[src/logic/pmcm_pkg.sv]
/*
  Package for the power mode clock manager: register offsets, field
  positions, reset values, divider codes and timing counts.
  Assumes a single 125 MHz clock and a synchronous active-low reset.
*/
package pmcm_pkg;
  // register offsets on the plain register port
  localparam logic [1:0] PMCM_ADDR_POWER_CONTROL_REG   = 2'h0;  // power_control_reg
  localparam logic [1:0] PMCM_ADDR_PMR    = 2'h1;  // power_mode_reg
  localparam logic [1:0] PMCM_ADDR_STATUS = 2'h2;  // live state, read only
  localparam logic [1:0] PMCM_ADDR_WDOG   = 2'h3;  // watchdog control

  // power_control_reg fields
  localparam int PMCM_POWER_CONTROL_REG_IDLE = 0;
  localparam int PMCM_POWER_CONTROL_REG_PD   = 1;
  // power_mode_reg fields
  localparam int PMCM_PMR_SWB   = 5;
  localparam int PMCM_PMR_CD_LO = 6;
  localparam int PMCM_PMR_CD_HI = 7;
  // watchdog control fields
  localparam int PMCM_WD_RUN    = 0;
  localparam int PMCM_WD_RSTEN  = 1;
  localparam int PMCM_WD_CLEAR  = 2;

  localparam logic [7:0] PMCM_POWER_CONTROL_REG_RST = 8'h00;
  localparam logic [7:0] PMCM_PMR_RST  = 8'h40;

  // divider codes
  localparam logic [1:0] PMCM_CD_RSVD = 2'h0;
  localparam logic [1:0] PMCM_CD_4    = 2'h1;
  localparam logic [1:0] PMCM_CD_64   = 2'h2;
  localparam logic [1:0] PMCM_CD_1024 = 2'h3;
  localparam logic [9:0] PMCM_DIV4_LAST    = 10'h003;
  localparam logic [9:0] PMCM_DIV64_LAST   = 10'h03F;
  localparam logic [9:0] PMCM_DIV1024_LAST = 10'h3FF;

  // timing
  localparam int CLK_PERIOD_NS       = 8;
  localparam int EXT_RST_MIN_CLKS    = 8;   // two machine cycles at /4
  localparam int WDOG_RST_DELAY_CLKS = 512;
  localparam int INSTR_DELAY_MCYC    = 1;   // rate change latency in machine cycles
  localparam logic [3:0] PMCM_RST_MIN  = 4'(EXT_RST_MIN_CLKS);
  localparam logic [9:0] PMCM_WD_DELAY = 10'(WDOG_RST_DELAY_CLKS - 1);
  localparam logic [15:0] PMCM_WD_TIMEOUT_DFLT = 16'hFFFF;

  typedef enum logic [1:0] {PMCM_RUN, PMCM_IDLE, PMCM_PDOWN} pmcm_mode_e;
endpackage

[src/logic/pmcm_top.sv]
/*
  Power mode clock manager: idle, power-down and economy modes, the
  machine-cycle divider with switchback, wake-up and reset exits, pin
  state control in the low-power modes, and the watchdog timeout path.
  Assumes the core, peripherals and interrupt controller consume the
  enable pulses and pin controls produced here on the same clock.
*/
// Design decisions made here: the address-and-strobe port and the placing of the registers.
// How it works
// - idle bit enters idle after current instruction
// - idle gates core clock, peripherals keep running
// - idle: strobes high, ports hold levels
// - external memory: port0 floats, port2 address/data
// - enabled interrupt clears idle, resumes execution
// - reset pin needs eight clocks high
// - watchdog runs in idle, resets 512 later
// - reset exit from idle skips next instruction
// - divider field: 4, 64, 1024; 00 reserved
// - new rate applies one instruction later
// - economy slows peripherals; idle keeps them /4
// - switchback returns to divide-by-4 immediately
// - start-bit edge or transmit write triggers switchback
// - divider writes ignored during serial activity while switchback is enabled
// - every reset source restores divide-by-4
// - power-down bit stops all clocks
// - power-down: strobes low, port0 floats with external memory, other ports show registers
// - reset pin ends power-down, restart 0000h
// - enabled low external interrupt wakes power-down
`timescale 1ns/10ps
module pmcm_top (
  input  wire logic        clk,
  input  wire logic        rst_n,
  // register port
  input  wire logic [1:0]  reg_addr,
  input  wire logic [7:0]  reg_wdata,
  input  wire logic        reg_wr,
  input  wire logic        reg_rd,
  output logic      [7:0]  reg_rdata,
  // core side
  input  wire logic        instr_done,
  input  wire logic        irq_active,
  input  wire logic        irq_ack_ext,
  input  wire logic        ext_mem_mode,
  // pins from outside the clock domain
  input  wire logic        ext_reset_pin,
  input  wire logic        ext_int_pin_n,
  input  wire logic        ser_rx_pin,
  // wake-up qualifiers, serial status and power-on reset
  input  wire logic        ext_int_enabled,
  input  wire logic        global_interrupt_enable,
  input  wire logic        ser_rx_enable,
  input  wire logic        ser_tx_write,
  input  wire logic        ser_busy,
  input  wire logic        por_reset,
  // outputs
  output logic             core_clk_en,
  output logic             periph_clk_en,
  output logic             osc_run,
  output logic             sys_reset,
  output logic             skip_next_instr,
  output logic             wdog_irq,
  output logic             ale_level,
  output logic             program_read_strobe,
  output logic             pin_hold,
  output logic             port0_float,
  output logic             port2_addr_sel
);
  import pmcm_pkg::*;

  pmcm_mode_e  mode_reg;
  logic [7:0]  power_control_reg_reg;
  logic [1:0]  cd_reg;          // software-visible divider field
  logic        swb_reg;
  logic [1:0]  cd_act_reg;      // divider in force
  logic [1:0]  cd_pend_reg;
  logic        pend_reg;
  logic [9:0]  div_cnt_reg;
  logic [1:0]  per_cnt_reg;
  logic [2:0]  rst_sync_reg;
  logic [2:0]  int_sync_reg;
  logic [2:0]  rx_sync_reg;
  logic        rst_pin_reg;
  logic        int_low_reg;
  logic        rx_level_reg;
  logic [3:0]  rst_cnt_reg;
  logic        ext_rst_reg;
  logic [2:0]  wd_ctl_reg;
  logic [15:0] wd_cnt_reg;
  logic        wd_flag_reg;
  logic [9:0]  wd_dly_reg;
  logic        wd_rst_reg;
  logic        was_idle_reg;

  // synchronisers: a change counts once stages two and three agree
  always_ff @(posedge clk) begin
    rst_sync_reg <= {rst_sync_reg[1:0], ext_reset_pin};
    int_sync_reg <= {int_sync_reg[1:0], ext_int_pin_n};
    rx_sync_reg  <= {rx_sync_reg[1:0], ser_rx_pin};
  end

  wire rst_agree = rst_sync_reg[1] == rst_sync_reg[2];
  wire int_agree = int_sync_reg[1] == int_sync_reg[2];
  wire rx_agree  = rx_sync_reg[1] == rx_sync_reg[2];

  // filtered pin levels
  always_ff @(posedge clk) begin
    if (!rst_n) begin
      rst_pin_reg  <= 1'b0;
      int_low_reg  <= 1'b0;
      rx_level_reg <= 1'b1;
    end else begin
      if (rst_agree) rst_pin_reg <= rst_sync_reg[2];
      if (int_agree) int_low_reg <= ~int_sync_reg[2];
      if (rx_agree)  rx_level_reg <= rx_sync_reg[2];
    end
  end

  // external reset must stand eight clocks before it counts
  wire rst_cnt_full = rst_cnt_reg == PMCM_RST_MIN;
  always_ff @(posedge clk) begin
    if (!rst_n) begin
      rst_cnt_reg <= '0;
      ext_rst_reg <= 1'b0;
    end else begin
      if (!rst_pin_reg)
        rst_cnt_reg <= '0;
      else if (!rst_cnt_full)
        rst_cnt_reg <= rst_cnt_reg + 4'h1;
      ext_rst_reg <= rst_pin_reg && rst_cnt_full;
    end
  end

  // any reset source; the watchdog one only while clocks run
  wire any_reset = ext_rst_reg || wd_rst_reg || por_reset;

  // register decode
  wire wr_power_control_reg = reg_wr && reg_addr == PMCM_ADDR_POWER_CONTROL_REG;
  wire wr_pmr  = reg_wr && reg_addr == PMCM_ADDR_PMR;
  wire wr_wd   = reg_wr && reg_addr == PMCM_ADDR_WDOG;
  wire [1:0] cd_wdata = {reg_wdata[PMCM_PMR_CD_HI], reg_wdata[PMCM_PMR_CD_LO]};

  // switchback triggers: start-bit falling edge, transmit write, external irq
  wire rx_fall   = rx_agree && rx_level_reg && !rx_sync_reg[2];
  wire swb_trig  = swb_reg && ((ser_rx_enable && rx_fall) || ser_tx_write
                               || irq_ack_ext);
  // divider writes blocked while serial is busy under switchback
  wire cd_locked = swb_reg && ser_busy;
  wire cd_accept = wr_pmr && !cd_locked && cd_wdata != PMCM_CD_RSVD;

  // machine-cycle divider; the end of each cycle is the enable pulse
  wire [9:0] div_last = (cd_act_reg == PMCM_CD_64)   ? PMCM_DIV64_LAST :
                        (cd_act_reg == PMCM_CD_1024) ? PMCM_DIV1024_LAST :
                                                       PMCM_DIV4_LAST;
  wire mcyc_tick = div_cnt_reg >= div_last;
  wire per_tick  = per_cnt_reg == PMCM_DIV4_LAST[1:0];
  wire clocks_on = mode_reg != PMCM_PDOWN;

  // wake from power-down: enabled external interrupt pin held low
  wire pd_wake = int_low_reg && ext_int_enabled && global_interrupt_enable;

  // mode machine
  always_ff @(posedge clk) begin
    if (!rst_n || any_reset) begin
      mode_reg <= PMCM_RUN;
    end else begin
      case (mode_reg)
        PMCM_RUN: begin
          // bits take effect once the setting instruction completes
          if (instr_done && power_control_reg_reg[PMCM_POWER_CONTROL_REG_PD])
            mode_reg <= PMCM_PDOWN;
          else if (instr_done && power_control_reg_reg[PMCM_POWER_CONTROL_REG_IDLE])
            mode_reg <= PMCM_IDLE;
        end
        PMCM_IDLE: begin
          if (irq_active) mode_reg <= PMCM_RUN;
        end
        PMCM_PDOWN: begin
          if (pd_wake) mode_reg <= PMCM_RUN;
        end
        default: mode_reg <= PMCM_RUN;
      endcase
    end
  end

  // power control bits; hardware clears them on wake
  always_ff @(posedge clk) begin
    if (!rst_n || any_reset) begin
      power_control_reg_reg <= PMCM_POWER_CONTROL_REG_RST;
    end else if (wr_power_control_reg) begin
      power_control_reg_reg <= reg_wdata;
    end else if (mode_reg == PMCM_IDLE && irq_active) begin
      power_control_reg_reg[PMCM_POWER_CONTROL_REG_IDLE] <= 1'b0;
    end else if (mode_reg == PMCM_PDOWN && pd_wake) begin
      power_control_reg_reg[PMCM_POWER_CONTROL_REG_PD] <= 1'b0;
    end
  end

  // divider field, switchback enable and the delayed rate change
  always_ff @(posedge clk) begin
    if (!rst_n || any_reset) begin
      cd_reg      <= PMCM_CD_4;
      cd_act_reg  <= PMCM_CD_4;
      cd_pend_reg <= PMCM_CD_4;
      pend_reg    <= 1'b0;
      swb_reg     <= PMCM_PMR_RST[PMCM_PMR_SWB];
    end else begin
      if (wr_pmr) swb_reg <= reg_wdata[PMCM_PMR_SWB];
      if (swb_trig) begin
        // switchback wins over a pending economy request
        cd_reg     <= PMCM_CD_4;
        cd_act_reg <= PMCM_CD_4;
        pend_reg   <= 1'b0;
      end else if (cd_accept) begin
        cd_reg      <= cd_wdata;
        cd_pend_reg <= cd_wdata;
        pend_reg    <= 1'b1;
      end else if (pend_reg && instr_done) begin
        // one instruction later; the core's done pulse trails the cycle end,
        // so waiting for both at once would never switch the rate
        cd_act_reg <= cd_pend_reg;
        pend_reg   <= 1'b0;
      end
    end
  end

  // machine-cycle and peripheral dividers
  always_ff @(posedge clk) begin
    if (!rst_n || mcyc_tick || swb_trig || !clocks_on)
      div_cnt_reg <= '0;
    else
      div_cnt_reg <= div_cnt_reg + 10'h001;
  end

  always_ff @(posedge clk) begin
    if (!rst_n || !clocks_on)
      per_cnt_reg <= '0;
    else
      per_cnt_reg <= per_cnt_reg + 2'h1;
  end

  // watchdog control: run, reset enable, clear strobe
  always_ff @(posedge clk) begin
    if (!rst_n || por_reset)
      wd_ctl_reg <= '0;
    else if (wr_wd)
      wd_ctl_reg <= reg_wdata[2:0];
    else
      wd_ctl_reg[PMCM_WD_CLEAR] <= 1'b0;
  end

  // watchdog ticks at the peripheral rate; stopped in power-down
  wire wd_tick = (mode_reg == PMCM_IDLE) ? per_tick : mcyc_tick;
  wire wd_clr  = wd_ctl_reg[PMCM_WD_CLEAR] || !wd_ctl_reg[PMCM_WD_RUN];
  always_ff @(posedge clk) begin
    if (!rst_n || wd_clr || any_reset) begin
      wd_cnt_reg  <= '0;
      wd_flag_reg <= 1'b0;
      wd_dly_reg  <= '0;
      wd_rst_reg  <= 1'b0;
    end else if (clocks_on) begin
      if (wd_tick && !wd_flag_reg) begin
        wd_cnt_reg <= wd_cnt_reg + 16'h0001;
        if (wd_cnt_reg == PMCM_WD_TIMEOUT_DFLT) wd_flag_reg <= 1'b1;
      end
      if (wd_flag_reg) begin
        // reset follows the timeout by 512 clocks unless cleared
        if (wd_dly_reg == PMCM_WD_DELAY)
          wd_rst_reg <= wd_ctl_reg[PMCM_WD_RSTEN];
        else
          wd_dly_reg <= wd_dly_reg + 10'h001;
      end
    end
  end

  // remember a reset that arrived during idle
  always_ff @(posedge clk) begin
    if (!rst_n)
      was_idle_reg <= 1'b0;
    else
      was_idle_reg <= any_reset && mode_reg == PMCM_IDLE;
  end

  // outputs, all registered
  always_ff @(posedge clk) begin
    if (!rst_n) begin
      core_clk_en         <= 1'b0;
      periph_clk_en       <= 1'b0;
      osc_run             <= 1'b1;
      sys_reset           <= 1'b1;
      skip_next_instr     <= 1'b0;
      wdog_irq            <= 1'b0;
      ale_level           <= 1'b1;
      program_read_strobe <= 1'b1;
      pin_hold            <= 1'b0;
      port0_float         <= 1'b0;
      port2_addr_sel      <= 1'b0;
    end else begin
      core_clk_en   <= mode_reg == PMCM_RUN && mcyc_tick;
      periph_clk_en <= (mode_reg == PMCM_IDLE) ? per_tick
                     : (mode_reg == PMCM_RUN && mcyc_tick);
      osc_run       <= clocks_on || pd_wake || rst_pin_reg;
      sys_reset     <= any_reset;
      skip_next_instr <= was_idle_reg;
      wdog_irq      <= wd_flag_reg;
      // strobes high in idle, low in power-down
      ale_level           <= mode_reg != PMCM_PDOWN;
      program_read_strobe <= mode_reg != PMCM_PDOWN;
      pin_hold            <= mode_reg == PMCM_IDLE;
      port0_float         <= mode_reg != PMCM_RUN && ext_mem_mode;
      port2_addr_sel      <= mode_reg == PMCM_IDLE && ext_mem_mode;
    end
  end

  // register read mux, data valid the cycle after the strobe
  wire [7:0] pmr_view = {cd_reg[1], cd_reg[0], swb_reg, 5'h00};
  wire [7:0] stat_view = {4'h0, pend_reg, wd_flag_reg, mode_reg};
  wire [7:0] rd_mux = (reg_addr == PMCM_ADDR_POWER_CONTROL_REG) ? power_control_reg_reg :
                      (reg_addr == PMCM_ADDR_PMR)  ? pmr_view :
                      (reg_addr == PMCM_ADDR_STATUS) ? stat_view :
                      {5'h00, wd_ctl_reg};
  always_ff @(posedge clk) begin
    if (!rst_n)
      reg_rdata <= 8'h00;
    else if (reg_rd)
      reg_rdata <= rd_mux;
    else
      reg_rdata <= 8'h00;
  end
endmodule

[config.mk]
export PLATFORM = sky130hd
export DESIGN_NAME = pmcm_top
export DESIGN_NICKNAME = d
export VERILOG_FILES = /design/src/logic/pmcm_pkg.sv /design/src/logic/pmcm_top.sv
export SDC_FILE = /design/constraint.sdc
export NUM_CORES = 1
export LEC_CHECK = 0
export ABC_AREA = 1
export BUFFER_PORTS_ARGS = -buffer_cell sky130_fd_sc_hd__buf_2
export CORE_ASPECT_RATIO = 1.4
export CORE_UTILIZATION = 25
export CTS_CLUSTER_DIAMETER = 120
export DETAILED_ROUTE_END_ITERATION = 6
export PLACE_DENSITY = 0.47
export REMOVE_ABC_BUFFERS = 1
export SYNTH_ARGS = -nofsm -noshare
export SYNTH_HDL_FRONTEND = slang
export SYNTH_SLANG_ARGS = --single-unit
export TNS_END_PERCENT = 100
[constraint.sdc]
create_clock -name clk -period 4.3 [get_ports clk]
set_input_delay 0.86 -clock clk [delete_from_list [all_inputs] [get_ports clk]]
set_output_delay 0.86 -clock clk [all_outputs]
set_load 0.02 [all_outputs]
==> flow_metrics.py, run 1 <==
metrics = {
    "floorplanning": {
        "die_w_um": 112,
        "core_um2": 16300,
        "die_area_um2": 17400,
        "floorplan.rows": 55,
        "io_pins": 46,
        "start_util": 0.259,
        "die_y_um": 156,
    },
    "drt": {
        "dr.pass1.iters": 6,
        "routed_wl_um": 9530,
        "vias": 3577,
        "drc_errors": 8,
        "drt-initial-drc-count": 176,
        "avgViaCountPerCell": 4.46,
        "wire_per_inst_um": 11.9,
        "drtAntennaViolNets": 0,
    },
    "timing": {
        "slew_headroom": 0.293,
        "max_freq_mhz": 440,
        "worst_slack_ns": 2.03,
        "tightest_slew_ns": 1.06,
        "fin_tns_setup_ns": 0,
        "hold_viol": 0,
        "setup_viol": 0,
        "finalCriticalPeriod_ns": 2.27,
        "period_share": 0.528,
        "slew_viol_final": 0,
        "rsz0062_at_grt": "false",
        "skew_ns": 0.00876,
    },
    "power": {
        "power_density_nw_per_um2": 370,
        "p_leak_nw": 1.99,
        "p_comb_frac": 0.063,
        "p_sw_mw": 0.456,
        "p_int_mw": 1.36,
        "swShare": 0.251,
        "clock_power_share": 0.425,
        "max-vdd-ir-drop_mv": 0.208,
        "seq_power_share": 0.511,
    },
    "critical_path": {
        "crit_type": "register to register",
        "ff2ff_path_depth": 9,
        "rrSetupSlack_ns": 2.03,
        "critPathCaptureType": "register",
        "cp-startpoint": "cd_act_reg[1]",
        "worstPathMaxFanout": 17,
        "r2r_start": "cd_act_reg[1]",
        "r2r_end": "wd_cnt_reg[11]",
        "cp.arrival_ns": 2.53,
        "startpoint_type": "register",
        "required_ns": 4.56,
        "crit_end": "wd_cnt_reg[11]",
    },
    "synthesis": {
        "netlist.area_leader.share": 0.460,
        "syn-cell-area_um2": 4220,
        "yosysTopAreaCell": "dfxtp_1",
        "ys_ff_latch": 97,
        "syn_inst": 551,
        "yosysSeqAreaShare": 0.460,
        "syn_area_per_cell_um2": 7.65,
        "yosysWarnings": 0,
        "synth_cell_type_count": 35,
        "yosys-top-cells-area": "dfxtp_1 (46%), nand2_1 (11%), nor2_1 (6.1%)",
    },
    "place": {
        "place_congestion": 0.772,
        "dp_hpwl_um": 7310,
        "port_buffers": 45,
        "pre_cts_slack_ns": 1.67,
    },
    "clock_network": {
        "htree_num_levels": 3,
        "cts_hold_buf": 0,
        "clkLatencyLatePin_ns": 0.34,
        "path_clk_slew_ns": 0.07,
        "cts_setup_buffers": 0,
        "cts_root_buf": "clkbuf_16",
        "cts_tree": "yes",
        "numCtsBuffers": 9,
        "cts-resized-gates": 0,
        "clock-sinks": 97,
        "cts_buffer_depth": 2,
    },
    "global_routing": {
        "grt_antenna_before_repair": 0,
        "grt_pass1_wl_um": 16100,
        "grt_usage": 0.115,
        "grt_pass1_vias": 3520,
        "grt.overflow.total": 0,
        "grt_max_degree": 19,
    },
    "layout": {
        "mostFrequentLayoutCell": "nand2_1",
        "area_delta_synth_final_pct": 16.4,
        "largest_reg_flops": 16,
        "layout.nets": 639,
        "most-common-layout-cells": "nand2_1 (118), dfxtp_1 (97), nor2_1 (69)",
        "diodes": 0,
        "final.fill_count": 1753,
        "drive_above_1_share": 0.146,
        "fin_util": 0.301,
    },
    "min_path": {
        "holdCritPathClass": "register to register",
    },
    "status": {
        "violations": "design-rule violations",
        "status": "complete, but fails checks",
    },
    "flow_run": {
        "maxCapViolations": 0,
    },
}
[cell families after synthesis]
kind of cell | share of synthesized area
AND/OR/NAND/NOR | 0.286
buffers and inverters | 0.0780
multiplexers | 0.00237
flip-flops | 0.460
adder cells (fa/ha/maj) | 0.0415
AO/OA/AOI/OAI | 0.105
XOR/XNOR | 0.0270
[worst max-delay path, cell delays in order (launching register included)]
cell     delay [ns]
dfxtp_1        0.35
nand2_1        0.13
ha_1           0.32
nand2_1        0.09
inv_1          0.05
a21oi_1        0.20
nand4_2        0.46
nand3_4        0.36
nand2_1        0.08
a21oi_1        0.15
[Yosys cell counts]
cell	n
nand2_1	118
dfxtp_1	97
nor2_1	69
inv_1	66
a21oi_1	40
nand3_1	26
nand4_1	22
o21ai_0	20
ha_1	14
nor3_1	9
nand2_2	8
xor2_1	8
a21oi_2	6
a211oi_1	5
buf_2	5
nor2_2	5
xnor2_1	5
nor3b_1	4
o211ai_1	4
inv_2	3
buf_4	2
nor3_2	2
a31oi_1	1
buf_6	1
buf_8	1
clkinv_1	1
mux2i_1	1
nand3_4	1
nand4_2	1
nor2_4	1
nor4_1	1
o21a_1	1
o31ai_1	1
or2_0	1
or2_2	1
[power groups by stage]
stage | registers, mW | logic (mW) | clock network [mW]
after floorplan | 0.951 | 0.0691 | 0
after global placement | 0.949 | 0.115 | 0
after detailed placement | 0.950 | 0.117 | 0
after CTS | 0.928 | 0.117 | 0.798
after global routing | 0.931 | 0.133 | 0.837
final | 0.928 | 0.115 | 0.772
[stage by stage]
stage | area (µm²) | power [mW] | std cells | hold slack, ns
finish | 4910 | 1.82 | 802 | 0.331
CTS | 4910 | 1.84 | 802 | 0.333
floorplan | 4150 | 1.02 | 542 | 0.310
detailed placement | 4630 | 1.07 | 786 | 0.315
global route | 4910 | 1.90 | 802 | 0.347
global placement | 4630 | 1.06 | 786 | 0.314
[routing by layer]
metal	GRT usage	routed length, µm	part of all wire
met1	0.122	4110	0.43
met5	0	0	0
met3	0.0225	257	0.027
met2	0.221	5040	0.53
met4	0.0431	127	0.013
[worst min path at each step]
stage                    start              end  slack [ns]  cells after the start
2_1_floorplan  int_sync_reg[0]  int_sync_reg[1]        0.31                      0
3_3_place_gp   int_sync_reg[0]  int_sync_reg[1]        0.31                      0
3_5_place_dp   int_sync_reg[0]  int_sync_reg[1]        0.32                      0
4_1_cts        rst_sync_reg[0]  rst_sync_reg[1]        0.33                      0
5_1_grt         rx_sync_reg[0]   rx_sync_reg[1]        0.35                      0
6_report       rst_sync_reg[0]  rst_sync_reg[1]        0.33                      0
[final cells by class]
type / count / area [µm²] / share of cell area
clock inverter: 6 / 55.1 / 0.0112
sequential: 97 / 1940 / 0.396
multi-input combinational: 375 / 1950 / 0.397
clock buffer: 10 / 229 / 0.0466
inverter: 70 / 263 / 0.0535
tap: 199 / 249 / 0.0507
timing repair buffer: 45 / 225 / 0.0459
Note: power is estimated with default switching activity, not from simulation.
==> run 2: changes to the inputs <==
Settings changed: ABC_AREA 1 to 0.
Clock period 4.3 ns to 2.1 ns, I/O delays scaled along.
==> run 2 against run 1 <==
The run now ends clean. Non-clock buffer count rose by 18. Count of clock-buffer cells in the layout did not move. Final area rose by 1.6%. Synthesized cell count fell by 19%. Largest cell class unchanged.
==> flow_metrics.py, run 2 <==
metrics = {
    "status": {
        "status": "finished, final reports clean",
    },
    "synthesis": {
        "synth-edff-count": 0,
        "netlist.area_leader.share": 0.478,
        "synth-async-reset-ratio": 0,
        "syn_area_per_cell_um2": 9.13,
        "yosysTopAreaCell": "dfxtp_1",
        "yosysWarnings": 0,
        "synth_common_cells": "dfxtp_1 (97), nand2_1 (45), nor2_1 (44)",
        "syn_inst": 445,
        "synth.most_common_cell": "dfxtp_1",
        "synth_cell_type_count": 54,
        "yosys-top-cells-area": "dfxtp_1 (48%), ha_1 (4.3%), a21oi_1 (4.2%)",
        "ys.flop_type": "dfxtp_1",
        "ys_ff_latch": 97,
        "syn-cell-area_um2": 4060,
        "yosysSeqAreaShare": 0.478,
    },
    "critical_path": {
        "crit_end": "wd_cnt_reg[4]",
        "crit_buf_inv": 2,
        "cp-startpoint": "cd_act_reg[1]",
        "cp.arrival_ns": 2.27,
        "cp_slowest_cell": "or4_1",
        "rrSetupSlack_ns": 0.10,
        "critPathCaptureType": "register",
        "worstPathMaxFanout": 28,
        "startpoint_type": "register",
        "crit_family": "simple AND/OR/NAND/NOR gates",
        "required_ns": 2.37,
        "ff2ff_path_depth": 8,
        "r2r_start": "cd_act_reg[1]",
        "crit_type": "register to register",
        "worst-path-stages": 8,
        "worstPathCellList": "inv_1, ha_1, o21ai_1, a21oi_2, a211oi_2, buf_12, or4_1, a21oi_1",
        "r2r_end": "wd_cnt_reg[4]",
        "critPathMaxStageDelay_ns": 0.51,
    },
    "clock_network": {
        "clock-sinks": 97,
        "numCtsBuffers": 9,
        "cts_setup_buffers": 0,
        "cts_root_buf": "clkbuf_16",
        "cts_hold_buf": 0,
        "path_clk_slew_ns": 0.08,
        "htree_num_levels": 3,
        "cts_tree": "yes",
        "clkLatencyLatePin_ns": 0.34,
        "cts_buffer_depth": 2,
    },
    "layout": {
        "mostFrequentLayoutCell": "dfxtp_1",
        "area_delta_synth_final_pct": 22.8,
        "largest_reg_flops": 16,
        "design_area_um2": 4990,
        "layout.nets": 544,
        "final.fill_count": 1649,
        "fin_cells": 704,
        "most-common-layout-cells": "dfxtp_1 (95), buf_2 (45), nand2_1 (44), nor2_1 (44), a21oi_1 (31)",
        "drive_above_1_share": 0.219,
        "fin_util": 0.317,
        "diodes": 0,
    },
    "place": {
        "place_area_um2": 4590,
        "dp_hpwl_um": 6760,
        "placed_cells": 688,
        "port_buffers": 45,
        "place_congestion": 0.752,
    },
    "min_path": {
        "holdCritPathClass": "input port to register",
    },
    "timing": {
        "slew_viol_final": 0,
        "period_share": 0.950,
        "skew_ns": 0.00965,
        "slew_headroom": 0.689,
        "tightest_slew_ns": 0.460,
        "finalCriticalPeriod_ns": 2.00,
        "max_freq_mhz": 501,
        "setup_viol": 0,
        "rsz0062_at_grt": "true",
        "hold_viol": 0,
    },
    "power": {
        "max-vdd-ir-drop_mv": 0.374,
        "clock_power_share": 0.429,
        "p_int_mw": 2.86,
        "swShare": 0.250,
        "seq_power_share": 0.499,
        "power.total_mw": 3.81,
        "p_sw_mw": 0.953,
        "power_density_nw_per_um2": 764,
        "p_leak_nw": 1.84,
        "p_comb_frac": 0.072,
    },
    "drt": {
        "dr.pass1.iters": 4,
        "wire_per_inst_um": 13.1,
        "routed_wl_um": 9230,
        "vias": 3271,
        "drtAntennaViolNets": 0,
        "avgViaCountPerCell": 4.65,
        "drc_errors": 0,
        "drt-initial-drc-count": 107,
    },
    "global_routing": {
        "grt_pass1_wl_um": 15200,
        "grt_max_degree": 29,
        "grt.overflow.total": 0,
        "grt_pass1_vias": 3290,
        "grt_usage": 0.115,
        "grt_antenna_before_repair": 0,
    },
    "floorplanning": {
        "start_util": 0.258,
        "io_pins": 46,
        "core_um2": 15700,
        "die_y_um": 153,
        "die_area_um2": 16800,
        "floorplan.rows": 54,
        "die_w_um": 110,
    },
    "flow_run": {
        "maxCapViolations": 0,
    },
}
run 2: cell types whose count changed after synthesis, sizes merged, moves of 8 or more:
cell,previous run,this run
nand4,23,7
and3,0,8
nor2,75,44
or3,0,9
inv,69,14
mux2i,1,11
nand2,126,46
or4,0,8
run 2: kinds of logic (layout without fill, tap and decap cells):
logic type	after synthesis	in the layout	synth area share
AOI/OAI and AO/OA	82	82	0.130
xor gates and xnor gates	16	16	0.0345
adders and majority gates	14	14	0.0431
buffers and inverters	30	93	0.0351
DFF	97	97	0.478
muxes	13	13	0.0327
and+or+nand+nor	193	193	0.246
run 2: metal layers:
layer | global-route usage | part of all wire
met5 | 0 | 0
met4 | 0.0476 | 0.016
met3 | 0.0175 | 0.022
met2 | 0.208 | 0.52
met1 | 0.132 | 0.44
run 2: worst min-delay path by stage:
stage / from / endpoint / slack [ns] / depth (start not counted)
5_1_grt: ext_int_pin_n / int_sync_reg[0] / 0.16 / 1
4_1_cts: ext_reset_pin / rst_sync_reg[0] / 0.15 / 1
2_1_floorplan: int_sync_reg[0] / int_sync_reg[1] / 0.31 / 0
3_3_place_gp: rst_sync_reg[0] / rst_sync_reg[1] / 0.31 / 0
6_report: ext_reset_pin / rst_sync_reg[0] / 0.17 / 1
3_5_place_dp: rst_sync_reg[0] / rst_sync_reg[1] / 0.31 / 0
run 2: cell type report:
type / instances / area (µm²) / area share
Inverter: 14 / 52.6 / 0.0105
Sequential cell: 97 / 1950 / 0.390
Clock inverter: 6 / 57.6 / 0.0115
Multi-Input combinational cell: 318 / 2070 / 0.416
Clock buffer: 10 / 239 / 0.0479
Tap cell: 196 / 245 / 0.0492
Timing Repair Buffer: 63 / 373 / 0.0747
run 2: repair_timing:
action | 4_1_cts | 5_1_grt
hold endpoints to repair | 0 | 0
endpoints found under the setup margin | 7 | 22
resized for setup | 3 | 17
pin swaps | 0 | 6
run 2: stage by stage:
| stage | setup TNS [ns] | worst slack (ns) | hold slack [ns] |
|---|---|---|---|
| after floorplan | -2.77 | -0.212 | 0.310 |
| after global placement | 0 | 0.0473 | 0.310 |
| after detailed placement | -0.135 | -0.0304 | 0.312 |
| after CTS | 0 | 0.0161 | 0.155 |
| after global routing | -0.0727 | -0.0225 | 0.164 |
| final | 0 | 0.105 | 0.169 |
run 2: power groups by stage:
stage                     registers, mW  clock network (mW)  logic, mW
after floorplan                    1.95                   0      0.130
after global placement             1.95                   0      0.269
after detailed placement           1.95                   0      0.273
after CTS                          1.91                1.69      0.276
after global routing               1.91                1.76      0.313
final                              1.90                1.64      0.275
run 2: worst reg2reg max path, stage by stage (launching register included):
cell      delay [ns]
dfxtp_4         0.37
inv_1           0.10
ha_1            0.30
o21ai_1         0.07
a21oi_2         0.16
a211oi_2        0.10
buf_12          0.17
or4_1           0.51
a21oi_1         0.14
==> run 3: changes to the inputs <==
Settings changed: PLACE_DENSITY 0.47 to 0.5.
==> run 3 against run 2 <==
Register-to-register slack lost 0.03 ns. Flip-flop and latch count did not move. Via count up 1.3%.
==> flow_metrics.py, run 3 (synthesis gave the netlist of run 2 again) <==
metrics = {
    "critical_path": {
        "critPathCaptureType": "register",
        "startpoint_type": "register",
        "crit_type": "register to register",
        "cp.arrival_ns": 2.30,
        "crit_end": "wd_cnt_reg[12]",
        "cp-startpoint": "cd_act_reg[1]",
        "worstPathMaxFanout": 28,
        "ff2ff_path_depth": 8,
        "rrSetupSlack_ns": 0.07,
        "r2r_end": "wd_cnt_reg[12]",
        "required_ns": 2.38,
        "r2r_start": "cd_act_reg[1]",
    },
    "timing": {
        "skew_ns": 0.00908,
        "hold_viol": 0,
        "slew_headroom": 0.649,
        "tightest_slew_ns": 0.522,
        "fin_tns_setup_ns": 0,
        "finalCriticalPeriod_ns": 2.03,
        "setup_viol": 0,
        "slew_viol_final": 0,
        "hold_slack_ns": 0.167,
        "worst_slack_ns": 0.0732,
        "max_freq_mhz": 493,
        "period_share": 0.965,
    },
    "layout": {
        "most-common-layout-cells": "dfxtp_1 (95), buf_2 (45), nand2_1 (44), nor2_1 (44), a21oi_1 (32)",
        "layout.nets": 545,
        "area_delta_synth_final_pct": 21.3,
        "largest_reg_flops": 16,
        "drive_above_1_share": 0.206,
        "diodes": 0,
        "mostFrequentLayoutCell": "dfxtp_1",
    },
    "clock_network": {
        "htree_num_levels": 3,
        "cts_hold_buf": 0,
        "cts_root_buf": "clkbuf_16",
        "clkLatencyLatePin_ns": 0.35,
        "numCtsBuffers": 9,
        "cts_tree": "yes",
        "cts_buffer_depth": 2,
        "clock-sinks": 97,
        "path_clk_slew_ns": 0.07,
    },
    "power": {
        "p_leak_nw": 1.83,
        "max-vdd-ir-drop_mv": 0.435,
        "power_density_nw_per_um2": 761,
        "power.total_mw": 3.75,
    },
    "place": {
        "pre_cts_slack_ns": -0.0406,
        "place_congestion": 0.774,
        "dp_hpwl_um": 6650,
        "port_buffers": 45,
    },
    "floorplanning": {
        "core_um2": 15700,
        "die_w_um": 110,
        "floorplan.rows": 54,
        "die_area_um2": 16800,
        "start_util": 0.258,
        "io_pins": 46,
        "die_y_um": 153,
    },
    "drt": {
        "vias": 3313,
        "dr.pass1.iters": 4,
        "dr_wl_met3_um": 269,
        "drt-initial-drc-count": 166,
        "wire_per_inst_um": 12.8,
        "wl_met2_um": 4810,
        "drt-met1-wl_um": 3800,
        "routed_wl_um": 9040,
        "drc_errors": 0,
        "drtAntennaViolNets": 0,
        "avgViaCountPerCell": 4.70,
        "routed.top_layer": "met4",
    },
    "global_routing": {
        "grt_pass1_wl_um": 14900,
        "grt_antenna_before_repair": 0,
        "grt.overflow.total": 0,
        "grt_pass1_vias": 3197,
        "grt_usage": 0.114,
        "grt_max_degree": 29,
    },
    "status": {
        "status": "finished, final reports clean",
    },
    "min_path": {
        "holdCritPathClass": "input port to register",
    },
    "flow_run": {
        "maxCapViolations": 0,
    },
}
==> run 3: cell count changes in the layout (fill, tap and decap cells not counted), sizes merged <==
cell and delta:
clkinv +1, buf +1, clkbuf -1
==> run 3: area by class of cell <==
type / count / area (µm²)
Clock buffer: 9 / 225
Multi-Input combinational cell: 318 / 2020
Inverter: 14 / 52.6
Tap cell: 196 / 245
Timing Repair Buffer: 64 / 380
Sequential cell: 97 / 1950
Clock inverter: 7 / 60.1
Fill cell: 1644 / 10800
==> run 3: metrics by stage <==
stage,cells,util,instance area [µm²]
final,705,0.313,4930
after global routing,705,0.313,4930
after CTS,704,0.310,4880
after detailed placement,688,0.292,4590
after global placement,688,0.292,4590
after floorplan,429,-,3970
==> run 3: worst min-delay path by stage <==
stage,slack (ns),cells after the start,endpoint,start
final,0.17,1,rst_sync_reg[0],ext_reset_pin
after global routing,0.15,1,rst_sync_reg[0],ext_reset_pin
after CTS,0.15,1,rst_sync_reg[0],ext_reset_pin
after detailed placement,0.31,0,rst_sync_reg[1],rst_sync_reg[0]
after global placement,0.31,0,rst_sync_reg[1],rst_sync_reg[0]
after floorplan,0.31,0,int_sync_reg[1],int_sync_reg[0]
==> run 3: per-layer routing <==
layer | GRT usage | vias up
met5 | 0 | -
met4 | 0.0514 | 0
met3 | 0.0247 | 9
met1 | 0.128 | 1557
met2 | 0.200 | 43
li1 | - | 1704
==> run 3: worst max-delay path: stages, from the launching register on <==
cell      delay (ns)
dfxtp_4         0.37
nand2_4         0.08
ha_1            0.30
nand4_1         0.10
a21oi_2         0.16
a211oi_2        0.11
buf_12          0.17
or4_1           0.53
a21oi_2         0.15
==> run 3: power by group <==
part	switching, mW	leakage [nW]	internal (mW)
clock	0.747	0.143	0.826
combinational	0.157	0.904	0.113
sequential	0.0254	0.788	1.88
==> run 3: timing repair <==
item	4_1_cts	5_1_grt
pin swaps	0	1
resized for setup	4	9
setup endpoints to repair	7	7
setup buffers	0	1
